[src/hdl/dpb_defines.svh]
// constants for the ddr psram burst transaction block
// assumes inclusion by bare name from the block's design files
`ifndef DPB_DEFINES_SVH
`define DPB_DEFINES_SVH

// command-address field positions
`define DPB_CA_RW_BIT 47
`define DPB_CA_SPACE_BIT 46
`define DPB_CA_BURST_BIT 45
`define DPB_CA_ROW_HI 35
`define DPB_CA_ROW_LO 16
`define DPB_CA_COL_HI 2
`define DPB_CA_REG_HI 7
// index of the last of the six command-address bytes
`define DPB_CA_LAST_BYTE 3'h5
// word address width and write buffer shape
`define DPB_ADDR_W 23
`define DPB_WR_W 41
`define DPB_FIFO_DEPTH 4
// smallest wrap length in words
`define DPB_WRAP_MIN_WORDS 32'd8
// reset values
`define DPB_BYTE_RST 8'h00
`define DPB_WORD_RST 16'h0000

`endif

[src/hdl/dpb_pkg.sv]
// types for the ddr psram burst transaction block
// assumes the defines header is compiled alongside
package dpb_pkg;

	typedef enum logic [2:0] {
		DPB_IDLE = 3'b000,
		DPB_CA = 3'b001,
		DPB_LAT = 3'b010,
		DPB_RDATA = 3'b011,
		DPB_WDATA = 3'b100,
		DPB_REGW = 3'b101,
		DPB_DONE = 3'b110
	} dpb_state_e;

	typedef logic [22:0] dpb_addr_t;

endpackage : dpb_pkg

[src/hdl/dpb_fifo.sv]
// small valid/ready fifo for buffered array writes
// assumes one clock and an active-low asynchronous reset
`timescale 1ns/1ps
module dpb_fifo #(
	parameter int WIDTH = 41,
	parameter int DEPTH = 4
) (
	input wire logic ref_clk,
	input wire logic rst_b,
	input wire logic in_valid,
	output logic in_ready,
	input wire logic [WIDTH-1:0] in_data,
	output logic out_valid,
	input wire logic out_ready,
	output logic [WIDTH-1:0] out_data
);
	localparam int AW = $clog2(DEPTH);

	logic [WIDTH-1:0] mem_ff [DEPTH];
	logic [AW-1:0] wr_ptr_ff, nxt_wr_ptr;
	logic [AW-1:0] rd_ptr_ff, nxt_rd_ptr;
	logic [AW:0] count_ff, nxt_count;
	logic push, pop;

	assign in_ready = (count_ff != (AW+1)'(DEPTH));
	assign out_valid = (count_ff != '0);
	assign out_data = mem_ff[rd_ptr_ff];
	assign push = in_valid & in_ready;
	assign pop = out_valid & out_ready;

	always_comb begin
		nxt_wr_ptr = wr_ptr_ff;
		nxt_rd_ptr = rd_ptr_ff;
		nxt_count = count_ff;
		if (push) begin
			nxt_wr_ptr = (wr_ptr_ff == AW'(DEPTH - 1)) ? '0 : wr_ptr_ff + 1'b1;
		end
		if (pop) begin
			nxt_rd_ptr = (rd_ptr_ff == AW'(DEPTH - 1)) ? '0 : rd_ptr_ff + 1'b1;
		end
		if (push && !pop) begin
			nxt_count = count_ff + 1'b1;
		end else if (pop && !push) begin
			nxt_count = count_ff - 1'b1;
		end
	end

	always_ff @(posedge ref_clk or negedge rst_b) begin
		if (!rst_b) begin
			wr_ptr_ff <= '0;
			rd_ptr_ff <= '0;
			count_ff <= '0;
		end else begin
			wr_ptr_ff <= nxt_wr_ptr;
			rd_ptr_ff <= nxt_rd_ptr;
			count_ff <= nxt_count;
		end
	end

	// storage needs no reset; words are only read once valid
	always_ff @(posedge ref_clk) begin
		if (push) begin
			mem_ff[wr_ptr_ff] <= in_data;
		end
	end

endmodule : dpb_fifo

[src/hdl/dpb_burst.sv]
// ddr psram transaction logic: command-address, latency, bursts
// assumes link pins are asynchronous to ref_clk and far slower than it
// Functional notes
// - command-address takes three clocks, six bytes, forty-eight bits.
// - command bit 47 high means read, low means write.
// - command bit 46 low selects array, high selects register space.
// - command bit 45 picks wrapped or linear burst per transaction.
// - array access may start from bits 35..16; low bits pick word.
// - fixed latency only; strobe high during command phase, latency doubled.
// - after latency, read data and strobe toggle together, edge aligned.
// - upper byte on strobe high half, lower byte on low half.
// - reads continue while clocked; strobe held low to insert latency.
// - wrapped reads wrap in burst length; linear reads run sequentially.
// - master may end anytime by raising chip select with clock idle.
// - write bytes centre aligned; first on rising, second on falling.
// - device drives strobe during command phase, then releases it.
// - strobe high masks a written byte; low stores it.
// - no latency inserted during write data; master owns strobe.
// - wrapped writes wrap; hybrid wraps once then runs linear.
// - linear writes run sequentially and roll over past the top.
// - zero-latency writes are full words; device releases the strobe.
`timescale 1ns/1ps
`include "dpb_defines.svh"
module dpb_burst (
	input wire logic ref_clk,
	input wire logic rst_b,
	input wire logic link_clk,
	input wire logic chip_sel_b,
	input wire logic [7:0] dq_in,
	output logic [7:0] dq_out,
	output logic dq_oe,
	input wire logic strobe_mask_in,
	output logic strobe_mask_out,
	output logic strobe_mask_oe,
	input wire logic [3:0] latency_count,
	input wire logic [1:0] wrap_code,
	input wire logic hybrid_wrap,
	output logic mem_rd_req,
	output logic [22:0] mem_rd_addr,
	input wire logic mem_rd_valid,
	input wire logic [15:0] mem_rd_data,
	output logic mem_wr_valid,
	input wire logic mem_wr_ready,
	output logic [22:0] mem_wr_addr,
	output logic [15:0] mem_wr_data,
	output logic [1:0] mem_wr_be,
	output logic [7:0] reg_addr,
	input wire logic [15:0] reg_rd_data,
	output logic reg_wr,
	output logic [15:0] reg_wr_data,
	output logic wr_overrun
);
	// next word address for wrapped, hybrid and linear bursts
	function automatic logic [23:0] adv_addr(
		input dpb_pkg::dpb_addr_t addr,
		input dpb_pkg::dpb_addr_t start,
		input logic linear,
		input logic hybrid,
		input logic [1:0] code
	);
		dpb_pkg::dpb_addr_t wmask;
		dpb_pkg::dpb_addr_t inc;
		dpb_pkg::dpb_addr_t wrapped;
		wmask = dpb_pkg::dpb_addr_t'((`DPB_WRAP_MIN_WORDS << code) - 32'd1);
		inc = addr + 1'b1;
		wrapped = (addr & ~wmask) | (inc & wmask);
		if (linear) begin
			adv_addr = {1'b1, inc};
		end else if (hybrid && ((wrapped & wmask) == (start & wmask))) begin
			adv_addr = {1'b1, (addr & ~wmask) + wmask + 1'b1};
		end else begin
			adv_addr = {1'b0, wrapped};
		end
	endfunction : adv_addr

	logic [10:0] sync1_ff, sync2_ff;
	logic ck_d_ff;
	logic ck_s, cs_s, sm_s, rise, fall;
	logic [7:0] dq_s;

	assign ck_s = sync2_ff[10];
	assign cs_s = sync2_ff[9];
	assign sm_s = sync2_ff[8];
	assign dq_s = sync2_ff[7:0];
	assign rise = ck_s & ~ck_d_ff;
	assign fall = ~ck_s & ck_d_ff;

	always_ff @(posedge ref_clk or negedge rst_b) begin
		if (!rst_b) begin
			sync1_ff <= 11'h200;
			sync2_ff <= 11'h200;
			ck_d_ff <= 1'b0;
		end else begin
			sync1_ff <= {link_clk, chip_sel_b, strobe_mask_in, dq_in};
			sync2_ff <= sync1_ff;
			ck_d_ff <= ck_s;
		end
	end

	dpb_pkg::dpb_state_e state_ff, nxt_state;
	logic [2:0] byte_cnt_ff, nxt_byte_cnt;
	logic [47:0] ca_ff, nxt_ca;
	logic [47:0] ca_full;
	logic [4:0] lat_cnt_ff, nxt_lat_cnt, lat_total;
	dpb_pkg::dpb_addr_t addr_ff, nxt_addr, start_ff, nxt_start;
	logic linear_ff, nxt_linear, is_rd_ff, nxt_is_rd, is_reg_ff, nxt_is_reg;
	logic phase_ff, nxt_phase, mask_hi_ff, nxt_mask_hi;
	logic [7:0] hi_ff, nxt_hi;
	logic [15:0] rd_word_ff, nxt_rd_word;
	logic rd_have_ff, nxt_rd_have;
	logic [7:0] dq_out_ff, nxt_dq_out;
	logic dq_oe_ff, nxt_dq_oe, sm_out_ff, nxt_sm_out, sm_oe_ff, nxt_sm_oe;
	logic rd_req_ff, nxt_rd_req, reg_wr_ff, nxt_reg_wr;
	logic [15:0] reg_wr_data_ff, nxt_reg_wr_data;
	logic [7:0] reg_addr_ff, nxt_reg_addr;
	logic overrun_ff, nxt_overrun;
	logic [23:0] step;
	logic push, fifo_in_ready;
	logic [40:0] push_data;

	assign ca_full = {ca_ff[39:0], dq_s};
	assign lat_total = {latency_count, 1'b0};
	assign step = adv_addr(addr_ff, start_ff, linear_ff, hybrid_wrap,
		wrap_code);
	assign push = (state_ff == dpb_pkg::DPB_WDATA) && fall && phase_ff
		&& !cs_s;
	// strobe high masks a byte, so enables are its inverse
	assign push_data = {addr_ff, hi_ff, dq_s, ~mask_hi_ff, ~sm_s};

	always_comb begin
		nxt_state = state_ff;
		nxt_byte_cnt = byte_cnt_ff;
		nxt_ca = ca_ff;
		nxt_lat_cnt = lat_cnt_ff;
		nxt_addr = addr_ff;
		nxt_start = start_ff;
		nxt_linear = linear_ff;
		nxt_is_rd = is_rd_ff;
		nxt_is_reg = is_reg_ff;
		nxt_phase = phase_ff;
		nxt_mask_hi = mask_hi_ff;
		nxt_hi = hi_ff;
		nxt_rd_word = rd_word_ff;
		nxt_rd_have = rd_have_ff;
		nxt_dq_out = dq_out_ff;
		nxt_dq_oe = dq_oe_ff;
		nxt_sm_out = sm_out_ff;
		nxt_sm_oe = sm_oe_ff;
		nxt_rd_req = 1'b0;
		nxt_reg_wr = 1'b0;
		nxt_reg_wr_data = reg_wr_data_ff;
		nxt_reg_addr = reg_addr_ff;
		nxt_overrun = overrun_ff;
		if (cs_s) begin
			// deselect ends any transfer and frees the pins
			nxt_state = dpb_pkg::DPB_IDLE;
			nxt_dq_oe = 1'b0;
			nxt_sm_oe = 1'b0;
			nxt_rd_have = 1'b0;
		end else begin
			unique case (state_ff)
				dpb_pkg::DPB_IDLE: begin
					// strobe high flags the fixed extra latency
					nxt_state = dpb_pkg::DPB_CA;
					nxt_sm_oe = 1'b1;
					nxt_sm_out = 1'b1;
					nxt_byte_cnt = 3'h0;
					nxt_overrun = 1'b0;
				end
				dpb_pkg::DPB_CA: begin
					if (rise || fall) begin
						nxt_ca = ca_full;
						nxt_byte_cnt = byte_cnt_ff + 3'h1;
						if (byte_cnt_ff == `DPB_CA_LAST_BYTE) begin
							nxt_is_rd = ca_full[`DPB_CA_RW_BIT];
							nxt_is_reg = ca_full[`DPB_CA_SPACE_BIT];
							nxt_linear = ca_full[`DPB_CA_BURST_BIT];
							// row and upper column, then word within row
							nxt_addr = {ca_full[`DPB_CA_ROW_HI:`DPB_CA_ROW_LO],
								ca_full[`DPB_CA_COL_HI:0]};
							nxt_start = nxt_addr;
							nxt_reg_addr = ca_full[`DPB_CA_REG_HI:0];
							nxt_lat_cnt = 5'h00;
							nxt_phase = 1'b0;
							nxt_sm_oe = 1'b0;
							nxt_sm_out = 1'b0;
							if (ca_full[`DPB_CA_RW_BIT]) begin
								// read keeps strobe low through latency
								nxt_sm_oe = 1'b1;
								if (ca_full[`DPB_CA_SPACE_BIT]) begin
									nxt_rd_word = reg_rd_data;
									nxt_rd_have = 1'b1;
								end else begin
									nxt_rd_req = 1'b1;
								end
							end
							if (!ca_full[`DPB_CA_RW_BIT]
								&& ca_full[`DPB_CA_SPACE_BIT]) begin
								nxt_state = dpb_pkg::DPB_REGW;
							end else if (lat_total == 5'h00) begin
								nxt_state = ca_full[`DPB_CA_RW_BIT] ?
									dpb_pkg::DPB_RDATA : dpb_pkg::DPB_WDATA;
							end else begin
								nxt_state = dpb_pkg::DPB_LAT;
							end
						end
					end
				end
				dpb_pkg::DPB_LAT: begin
					if (rise) begin
						nxt_lat_cnt = lat_cnt_ff + 5'h01;
						if (lat_cnt_ff + 5'h01 == lat_total) begin
							nxt_state = is_rd_ff ?
								dpb_pkg::DPB_RDATA : dpb_pkg::DPB_WDATA;
						end
					end
				end
				dpb_pkg::DPB_RDATA: begin
					if (rise) begin
						if (rd_have_ff) begin
							nxt_dq_out = rd_word_ff[15:8];
							nxt_dq_oe = 1'b1;
							nxt_sm_out = 1'b1;
							nxt_phase = 1'b1;
						end else begin
							nxt_sm_out = 1'b0;
						end
					end else if (fall && phase_ff) begin
						nxt_dq_out = rd_word_ff[7:0];
						nxt_sm_out = 1'b0;
						nxt_phase = 1'b0;
						nxt_addr = step[22:0];
						nxt_linear = linear_ff | step[23];
						if (!is_reg_ff) begin
							nxt_rd_have = 1'b0;
							nxt_rd_req = 1'b1;
						end
					end
				end
				dpb_pkg::DPB_WDATA: begin
					// master owns the strobe; no stalls are possible
					if (rise) begin
						nxt_hi = dq_s;
						nxt_mask_hi = sm_s;
						nxt_phase = 1'b1;
					end else if (push) begin
						nxt_phase = 1'b0;
						nxt_addr = step[22:0];
						nxt_linear = linear_ff | step[23];
					end
				end
				dpb_pkg::DPB_REGW: begin
					if (rise) begin
						nxt_hi = dq_s;
						nxt_phase = 1'b1;
					end else if (fall && phase_ff) begin
						nxt_reg_wr = 1'b1;
						nxt_reg_wr_data = {hi_ff, dq_s};
						nxt_state = dpb_pkg::DPB_DONE;
					end
				end
				dpb_pkg::DPB_DONE: begin
					nxt_state = dpb_pkg::DPB_DONE;
				end
				default: begin
					nxt_state = dpb_pkg::DPB_DONE;
				end
			endcase
			// arriving read data beats the consume in the same cycle
			if (mem_rd_valid && !is_reg_ff) begin
				nxt_rd_word = mem_rd_data;
				nxt_rd_have = 1'b1;
			end
			if (push && !fifo_in_ready) begin
				nxt_overrun = 1'b1;
			end
		end
	end

	always_ff @(posedge ref_clk or negedge rst_b) begin
		if (!rst_b) begin
			state_ff <= dpb_pkg::DPB_IDLE;
			byte_cnt_ff <= 3'h0;
			ca_ff <= 48'h000000000000;
			lat_cnt_ff <= 5'h00;
			addr_ff <= 23'h000000;
			start_ff <= 23'h000000;
			linear_ff <= 1'b0;
			is_rd_ff <= 1'b0;
			is_reg_ff <= 1'b0;
			phase_ff <= 1'b0;
			mask_hi_ff <= 1'b0;
			hi_ff <= `DPB_BYTE_RST;
			rd_word_ff <= `DPB_WORD_RST;
			rd_have_ff <= 1'b0;
			dq_out_ff <= `DPB_BYTE_RST;
			dq_oe_ff <= 1'b0;
			sm_out_ff <= 1'b0;
			sm_oe_ff <= 1'b0;
			rd_req_ff <= 1'b0;
			reg_wr_ff <= 1'b0;
			reg_wr_data_ff <= `DPB_WORD_RST;
			reg_addr_ff <= `DPB_BYTE_RST;
			overrun_ff <= 1'b0;
		end else begin
			state_ff <= nxt_state;
			byte_cnt_ff <= nxt_byte_cnt;
			ca_ff <= nxt_ca;
			lat_cnt_ff <= nxt_lat_cnt;
			addr_ff <= nxt_addr;
			start_ff <= nxt_start;
			linear_ff <= nxt_linear;
			is_rd_ff <= nxt_is_rd;
			is_reg_ff <= nxt_is_reg;
			phase_ff <= nxt_phase;
			mask_hi_ff <= nxt_mask_hi;
			hi_ff <= nxt_hi;
			rd_word_ff <= nxt_rd_word;
			rd_have_ff <= nxt_rd_have;
			dq_out_ff <= nxt_dq_out;
			dq_oe_ff <= nxt_dq_oe;
			sm_out_ff <= nxt_sm_out;
			sm_oe_ff <= nxt_sm_oe;
			rd_req_ff <= nxt_rd_req;
			reg_wr_ff <= nxt_reg_wr;
			reg_wr_data_ff <= nxt_reg_wr_data;
			reg_addr_ff <= nxt_reg_addr;
			overrun_ff <= nxt_overrun;
		end
	end

	dpb_fifo #(
		.WIDTH(`DPB_WR_W),
		.DEPTH(`DPB_FIFO_DEPTH)
	) u_wr_fifo (
		.ref_clk(ref_clk),
		.rst_b(rst_b),
		.in_valid(push),
		.in_ready(fifo_in_ready),
		.in_data(push_data),
		.out_valid(mem_wr_valid),
		.out_ready(mem_wr_ready),
		.out_data({mem_wr_addr, mem_wr_data, mem_wr_be})
	);

	assign dq_out = dq_out_ff;
	assign dq_oe = dq_oe_ff;
	assign strobe_mask_out = sm_out_ff;
	assign strobe_mask_oe = sm_oe_ff;
	assign mem_rd_req = rd_req_ff;
	assign mem_rd_addr = addr_ff;
	assign reg_addr = reg_addr_ff;
	assign reg_wr = reg_wr_ff;
	assign reg_wr_data = reg_wr_data_ff;
	assign wr_overrun = overrun_ff;
endmodule : dpb_burst

[config.mk]
export PLATFORM = sky130hd
export DESIGN_NAME = dpb_burst
export DESIGN_NICKNAME = d
export VERILOG_FILES = /design/src/hdl/dpb_pkg.sv /design/src/hdl/dpb_fifo.sv /design/src/hdl/dpb_burst.sv
export VERILOG_INCLUDE_DIRS = /design/src /design/src/hdl
export SDC_FILE = /design/constraint.sdc
export NUM_CORES = 1
export LEC_CHECK = 0
export BUFFER_PORTS_ARGS = -buffer_cell sky130_fd_sc_hd__buf_4
export CAP_MARGIN = 0
export CELL_PAD_IN_SITES_DETAIL_PLACEMENT = 0
export CELL_PAD_IN_SITES_GLOBAL_PLACEMENT = 2
export CORE_MARGIN = 4
export CORE_UTILIZATION = 37
export DETAILED_ROUTE_END_ITERATION = 10
export PLACE_DENSITY_LB_ADDON = 0.1
export SETUP_SLACK_MARGIN = 0.05
export SYNTH_ARGS = -nofsm -noshare
export SYNTH_HDL_FRONTEND = slang
export SYNTH_SLANG_ARGS = --single-unit
[constraint.sdc]
create_clock -name ref_clk -period 3.4 [get_ports ref_clk]
set_input_delay 0.17 -clock ref_clk [delete_from_list [all_inputs] [get_ports ref_clk]]
set_output_delay 0.17 -clock ref_clk [all_outputs]
set_load 0.005 [all_outputs]
==> impl_results.md, run 1 <==
- Worst Path Arrival: 3.69 ns
- Max Root-Sink Buffers: 3
- WS Path Type: reg -> reg
- Die Span X: 210 um
- MaxCap Viol Count: 0
- First-pass GRT wire length: 62100 um
- # IOs: 157
- Yosys reg bits: 341
- First-iteration detailed-routing DRC count: 473
- Multi-input logic area: 5140 sq um
- Post_cts resized: 0
- Antenna cells: 0
- Initial antenna violation count: 0
- Dominant synthesized flop cell: dfrtp_1
- Via-per-instance ratio: 5.16
- Worst vdd ir: 0.324 mV
- Die Y: 210 um
- Clock H-tree levels: 2
- Detailed Place HPWL: 26700 um
- Leakage Power: 7.46 nW
- Slew Viols, Final: 0
- Final std cells w/o fill: 1914
- Starting density of the core: 37.7%
- CTS tree: yes
- Flip-flop and latch area: 9360 sq um
- Worst setup EP type: flip-flop
- RSZ-0062 raised after global routing: no
- DP Area: 16900 sq um
- Largest net degree at the start of global routing: 87
- Synth area leader: edfxtp_1
- Post-route ant nets: 0
- Worst endpoint required time: 3.88 ns
- Post-synthesis sequential area ratio: 62.3%
- Final clock skew: 0.0198 ns
- Clk Latency, worst-skew pair: 0.56 ns
- Fin Setup TNS: 0 ns
- Synth area leaders: edfxtp_1 (33%), dfrtp_1 (29%), mux4_2 (6.1%)
- Slew headroom: 38.2%
- Final Critical Period: 3.21 ns
- Inst Count DP: 1799
- CP max FO: 7
- Post-route DRC: 0
- Power Total: 12.6 mW
- Post-synth cell types: 80
- I/O Buffers: 156
- Synthesized Nets: 1224
- Fin crit share: 94.5%
- Grt total ovfl: 0
- Number of fill cells: 3611
- Fraction of registers with async set or reset after synthesis: 51.9%
- TritonRoute pass-1 iters: 7
- Clock root cell: clkbuf_16
- Die area: 43900 sq um
- Layout cell share with drive strength beyond 1: 28.8%
- Design area: 18500 sq um
- Tot GR Track Use: 18.0%
- Core ar.: 39900 sq um
- CP Launch Type: flip-flop
- Routed length per placed instance: 20.6 um
- Final setup violation count: 0
- Least-Margin Pin Slew: 0.927 ns
- Synth Instances: 1155
- Post-synth top area share: 32.8%
- Pwr/cell area: 680 nW/um^2
- Layout area overhead: 23.1%
- Number of synthesized flops with an enable pin: 164
- Routability congestion estimate: 0.859
- Clock sink count: 341
- Syn. warnings: 0
- Syn avg cell area: 13.0 sq um
- Vias in the first global route: 10400
- Std cell rows: 73
- Clk pin slew, worst setup/hold paths: 0.06 ns
- Post-Syn Area: 15000 sq um
- Via count of the routed design: 9878
- Total CTS buffers: 39
- Post-Route WL: 39400 um
- Status: completed
- Net count, final: 1429
- Max Clk Rate: 311 MHz
- Worst hold path class: in -> reg
- Final Hold Viols: 0
what timing repair did:
action | CTS | global route
setup buffers | 0 | 1
hold buffers | 44 | 0
hold endpoints to repair | 109 | 0
endpoints found under the setup margin | 0 | 1
layout make-up:
type                    count  share of cell area [%]
inverters                  12                   0.243
clock buffers              55                    5.93
repair buffers            261                    11.4
flip-flops and latches    341                    50.6
clock inverters            15                   0.541
well taps                 525                    3.55
multi-input cells         705                    27.8
synth_stat cells (12+ instances only):
cell type and count:
dfrtp_1 175, nand2b_1 13, clkbuf_1 53, nand4_1 14, nand3_1 21, nor3_1 21, mux4_2 41, inv_1 12
buf_4 28, or3_1 13, nand2_1 159, a31oi_1 26, xnor2_1 23, edfxtp_1 164, mux2_2 60, xor2_1 14
nor2_1 79, o21ai_0 33, a21oi_1 34, ha_1 14
path summary, 6_finish.rpt:
check | cells after the start | startpoint | to | slack (ns)
max reg2reg | 10 | mem_rd_addr[8] | mem_rd_addr[21] | 0.19
min reg2reg | 0 | sync1_ff[10] | sync2_ff[10] | 0.34
max | 10 | mem_rd_addr[8] | mem_rd_addr[21] | 0.19
max in group asynchronous | 3 | rst_b | sync1_ff[9] | 2.24
min | 3 | mem_wr_ready | u_wr_fifo.rd_ptr_ff[0] | 0.06
min in group asynchronous | 2 | rst_b | reg_wr | 0.22
cells in the final DEF (no fill, tap or decap), types with 7 or more instances in the layout:
cell,instances
a31oi_1,26
nor3_1,21
clkbuf_16,40
buf_4,214
clkinv_2,9
xnor2_1,23
dfrtp_1,173
nor2b_1,7
a21oi_1,34
edfxtp_1,164
mux2_2,60
nor2_1,78
nand2b_1,13
and3_1,7
ha_1,14
dlygate4sd3_1,44
mux4_2,41
nand4_1,14
nand2_1,159
mux2i_1,10
o21ai_0,33
xor2_1,14
inv_1,12
nand3_1,21
clkbuf_1,11
or3_1,13
routing by layer:
layer,vias to the layer above,share of wire [%],track usage [%]
met5,-,0,0
met4,0,1.8,4.41
li1,4616,-,-
met1,4995,45,24.7
met2,220,48,29.8
met3,47,4.7,3.68
cells by family after synthesis:
logic type,synth area share (%)
flops,62.3
mux,11.4
compound gates,7.01
simple gates,12.0
buf+inv,3.57
xor+xnor,2.46
fa+ha+maj,1.30
critical path: stages (launching register included):
cell and delay [ns]:
dfrtp_1 0.37, nand4_2 0.14, or4_1 0.66, or4b_1 0.56, nand4_1 0.08, and4bb_4 0.26, a21oi_4 0.27, or3_1 0.29
nor4_1 0.06, or3_1 0.33, a21oi_2 0.12
state kept, by name, indices dropped and copies added, names as in the netlist, 2 cells and up, named ones only:
name,count
rd_word_ff,16
state_ff,3
byte_cnt_ff,3
ca_ff,34
reg_addr,5
dq_out,8
start_ff,14
sync2_ff,11
hi_ff,8
u_wr_fifo.wr_ptr_ff,2
u_wr_fifo.mem_ff,164
sync1_ff,11
reg_wr_data,16
u_wr_fifo.rd_ptr_ff,2
lat_cnt_ff,5
u_wr_fifo.count_ff,3
mem_rd_addr,22
power breakdown:
group / internal (mW) / switching [mW] / total [mW]
combinational: 1.72 / 1.50 / 3.22
sequential: 4.90 / 0.562 / 5.46
clock: 2.26 / 1.65 / 3.91
metrics by stage:
stage                     utilization [%]  setup WS, ns  hold slack, ns
after floorplan                         -         0.123          -0.126
after global routing                 46.4        0.0533          0.0631
after detailed placement             42.2         0.214           0.274
after global placement               42.2         0.278           0.280
after CTS                            46.3         0.184          0.0301
final                                46.4         0.186          0.0578
Power figures use the tool's default switching activity.
==> run 2: changes to the inputs <==
--- a/config.mk
+++ b/config.mk
@@ -6,7 +6,7 @@
 export SDC_FILE = /design/constraint.sdc
 export NUM_CORES = 1
 export LEC_CHECK = 0
-export BUFFER_PORTS_ARGS = -buffer_cell sky130_fd_sc_hd__buf_4
+export BUFFER_PORTS_ARGS = -buffer_cell sky130_fd_sc_hd__buf_2
 export CAP_MARGIN = 0
 export CELL_PAD_IN_SITES_DETAIL_PLACEMENT = 0
 export CELL_PAD_IN_SITES_GLOBAL_PLACEMENT = 2
==> impl_results.md, run 2 (synthesis gave the netlist of run 1 again) <==
- Initial antenna violation count: 0 (unchanged)
- RSZ-0062 raised after global routing: no
- Die Span X: 210 um (unchanged)
- MaxCap Viol Count: 0 (unchanged)
- Largest net degree at the start of global routing: 81 (-6.9%)
- # IOs: 157 (unchanged)
- Die Y: 210 um (unchanged)
- Fin Setup TNS: 0 ns (unchanged)
- Worst hold path class: in -> reg
- Commonest non-fill, non-tap cell in the layout: dfrtp_1
- Via count of the routed design: 9779 (-1.0%)
- Leakage Power: 7.41 nW (-0.66%)
- Std cell rows: 73 (unchanged)
- Layout area overhead: 21.5%
- Grt total ovfl: 0 (unchanged)
- CP max FO: 8 (+1)
- DP Area: 16500 sq um (-2.0%)
- Antenna cells: 0 (unchanged)
- CP Launch Type: flip-flop
- Slowest library cell on the worst path: or4_4
- WS Path Type: reg -> reg
- Starting density of the core: 37.7% (unchanged)
- First-pass GRT wire length: 61300 um (-1.3%)
- Vias in the first global route: 9999 (-4.3%)
- Clock H-tree levels: 2 (unchanged)
- Worst vdd ir: 0.296 mV (-8.6%)
- Worst Path Arrival: 3.59 ns (-0.10 ns)
- Number of fill cells: 3691 (+2.2%)
- Slew headroom: 53.0% (+15 points)
- Multi-input logic area: 5150 sq um (+0.17%)
- Clk Latency, worst-skew pair: 0.55 ns (about the same)
- Total CTS buffers: 38 (-2.6%)
- Routed length per placed instance: 20.5 um (-0.41%)
- Final clock skew: 0.0159 ns (-0.00387 ns)
- Clk pin slew, worst setup/hold paths: 0.06 ns (about the same)
- I/O Buffers: 156 (unchanged)
- Core ar.: 39900 sq um (unchanged)
- Critical Path Max Stage Delay: 0.61 ns (-0.05 ns)
- Worst Path Buf+Inv: 0 (unchanged)
- Commonest non-fill, non-tap cells in the layout: dfrtp_1 (173), edfxtp_1 (164), nand2_1 (159)
- Max Clk Rate: 315 MHz (+1.2%)
- Net count, final: 1428 (-0.070%)
- Routability congestion estimate: 0.859 (about the same)
- Worst path cell trace: nand4_2 -> or4_4 -> or4b_1 -> nand4_1 -> and4bb_4 -> a21oi_4 -> o21ai_4 -> and2_4 -> a311oi_1 -> nor3_1
- Largest register FFs: 164 (unchanged)
- Hold Path Cell Cnt: 3 (unchanged)
- Post-Place Worst Slack: 0.104 ns (-0.110 ns)
- Clock root cell: clkbuf_16
- Largest Register: u_wr_fifo.mem_ff
- Final std cells w/o fill: 1913 (-0.052%)
- First-iteration detailed-routing DRC count: 639 (+35%)
- Via-per-instance ratio: 5.11 (-0.95%)
- Worst setup EP type: flip-flop
- Power Total: 12.7 mW (+0.78%)
- Flip-flop and latch area: 9360 sq um (unchanged)
- Pwr/cell area: 695 nW/um^2 (+2.1%)
- Clock sink count: 341 (unchanged)
- Final Hold Viols: 0 (unchanged)
- Post-Route Utilization: 45.7% (-0.61 points)
- Final Critical Period: 3.18 ns (-0.0367 ns)
- Worst endpoint required time: 3.81 ns (-0.07 ns)
- Status: completed
- Slew Viols, Final: 0 (unchanged)
- Final setup violation count: 0 (unchanged)
- Stages on worst setup path: 10 (unchanged)
- Die area: 43900 sq um (unchanged)
- CTS tree: yes
- Final setup margin: 0.223 ns (+0.0367 ns)
- Layout cell share with drive strength beyond 1: 29.3% (+0.45 points)
- Post-route ant nets: 0 (unchanged)
- R2R depth: 10 (unchanged)
- Inst Count DP: 1799 (unchanged)
- Post-route DRC: 0 (unchanged)
- Least-Margin Pin Slew: 0.705 ns (-0.222 ns)
- Post-Route WL: 39200 um (-0.46%)
- CP delay by family, top: simple AND/OR/NAND/NOR gates
- TritonRoute pass-1 iters: 5 (-2)
- Fin crit share: 93.4% (-1.1 points)
- Tot GR Track Use: 17.9% (-0.12 points)
- Detailed Place HPWL: 26300 um (-1.5%)
- Hold Worst Slack: 0.0549 ns (-0.00284 ns)
- Design area: 18300 sq um (-1.3%)
- Max Root-Sink Buffers: 3 (unchanged)
==> run 2: changes by cell type in the layout (fill, tap and decap cells not counted), moves of 2 or more <==
cell	previous run	this run
bufinv_16	0	4
buf_4	214	55
buf_2	0	155
buf_12	2	6
clkinvlp_4	2	4
clkbuf_1	11	7
clkinv_8	2	0
clkbuf_8	5	3
==> run 2: final timing paths <==
path | start | endpoint | slack, ns
worst min-delay path | mem_wr_ready | u_wr_fifo.rd_ptr_ff[0] | 0.05
min in group asynchronous | rst_b | reg_wr | 0.24
worst min register to register | sync1_ff[5] | sync2_ff[5] | 0.35
max in group asynchronous | rst_b | sync1_ff[9] | 2.35
worst max register to register | mem_rd_addr[8] | mem_rd_addr[16] | 0.22
worst max-delay path | mem_rd_addr[8] | mem_rd_addr[16] | 0.22
==> run 2: cell type report <==
class                   count  share of cell area (%)
clock buffers              49                    5.78
clock inverters            20                    1.25
flip-flops and latches    341                    51.3
repair buffers            261                    9.66
inverters                  12                   0.247
well taps                 525                    3.60
multi-input cells         705                    28.2
==> run 2: layer usage <==
metal	wire, um	global-route usage (%)
met1	17900	25.2
met2	18600	28.8
met3	1940	3.84
met4	702	4.01
met5	0	0
==> run 2: worst register-to-register path: stages (launching register included) <==
cell      delay (ns)
dfrtp_1         0.36
nand4_2         0.15
or4_4           0.62
or4b_1          0.56
nand4_1         0.09
and4bb_4        0.26
a21oi_4         0.27
o21ai_4         0.16
and2_4          0.22
a311oi_1        0.27
nor3_1          0.09
==> run 2: what timing repair did <==
action,in CTS,in global routing
hold endpoints to repair,104,0
setup buffers,0,1
endpoints found under the setup margin,0,14
gates resized for setup,0,2
hold buffers,44,0
==> run 2: where the power goes <==
part | leakage [nW] | internal [mW] | switching, mW
clock | 0.624 | 2.52 | 1.69
sequential | 3.73 | 4.90 | 0.573
combinational | 3.06 | 1.52 | 1.49
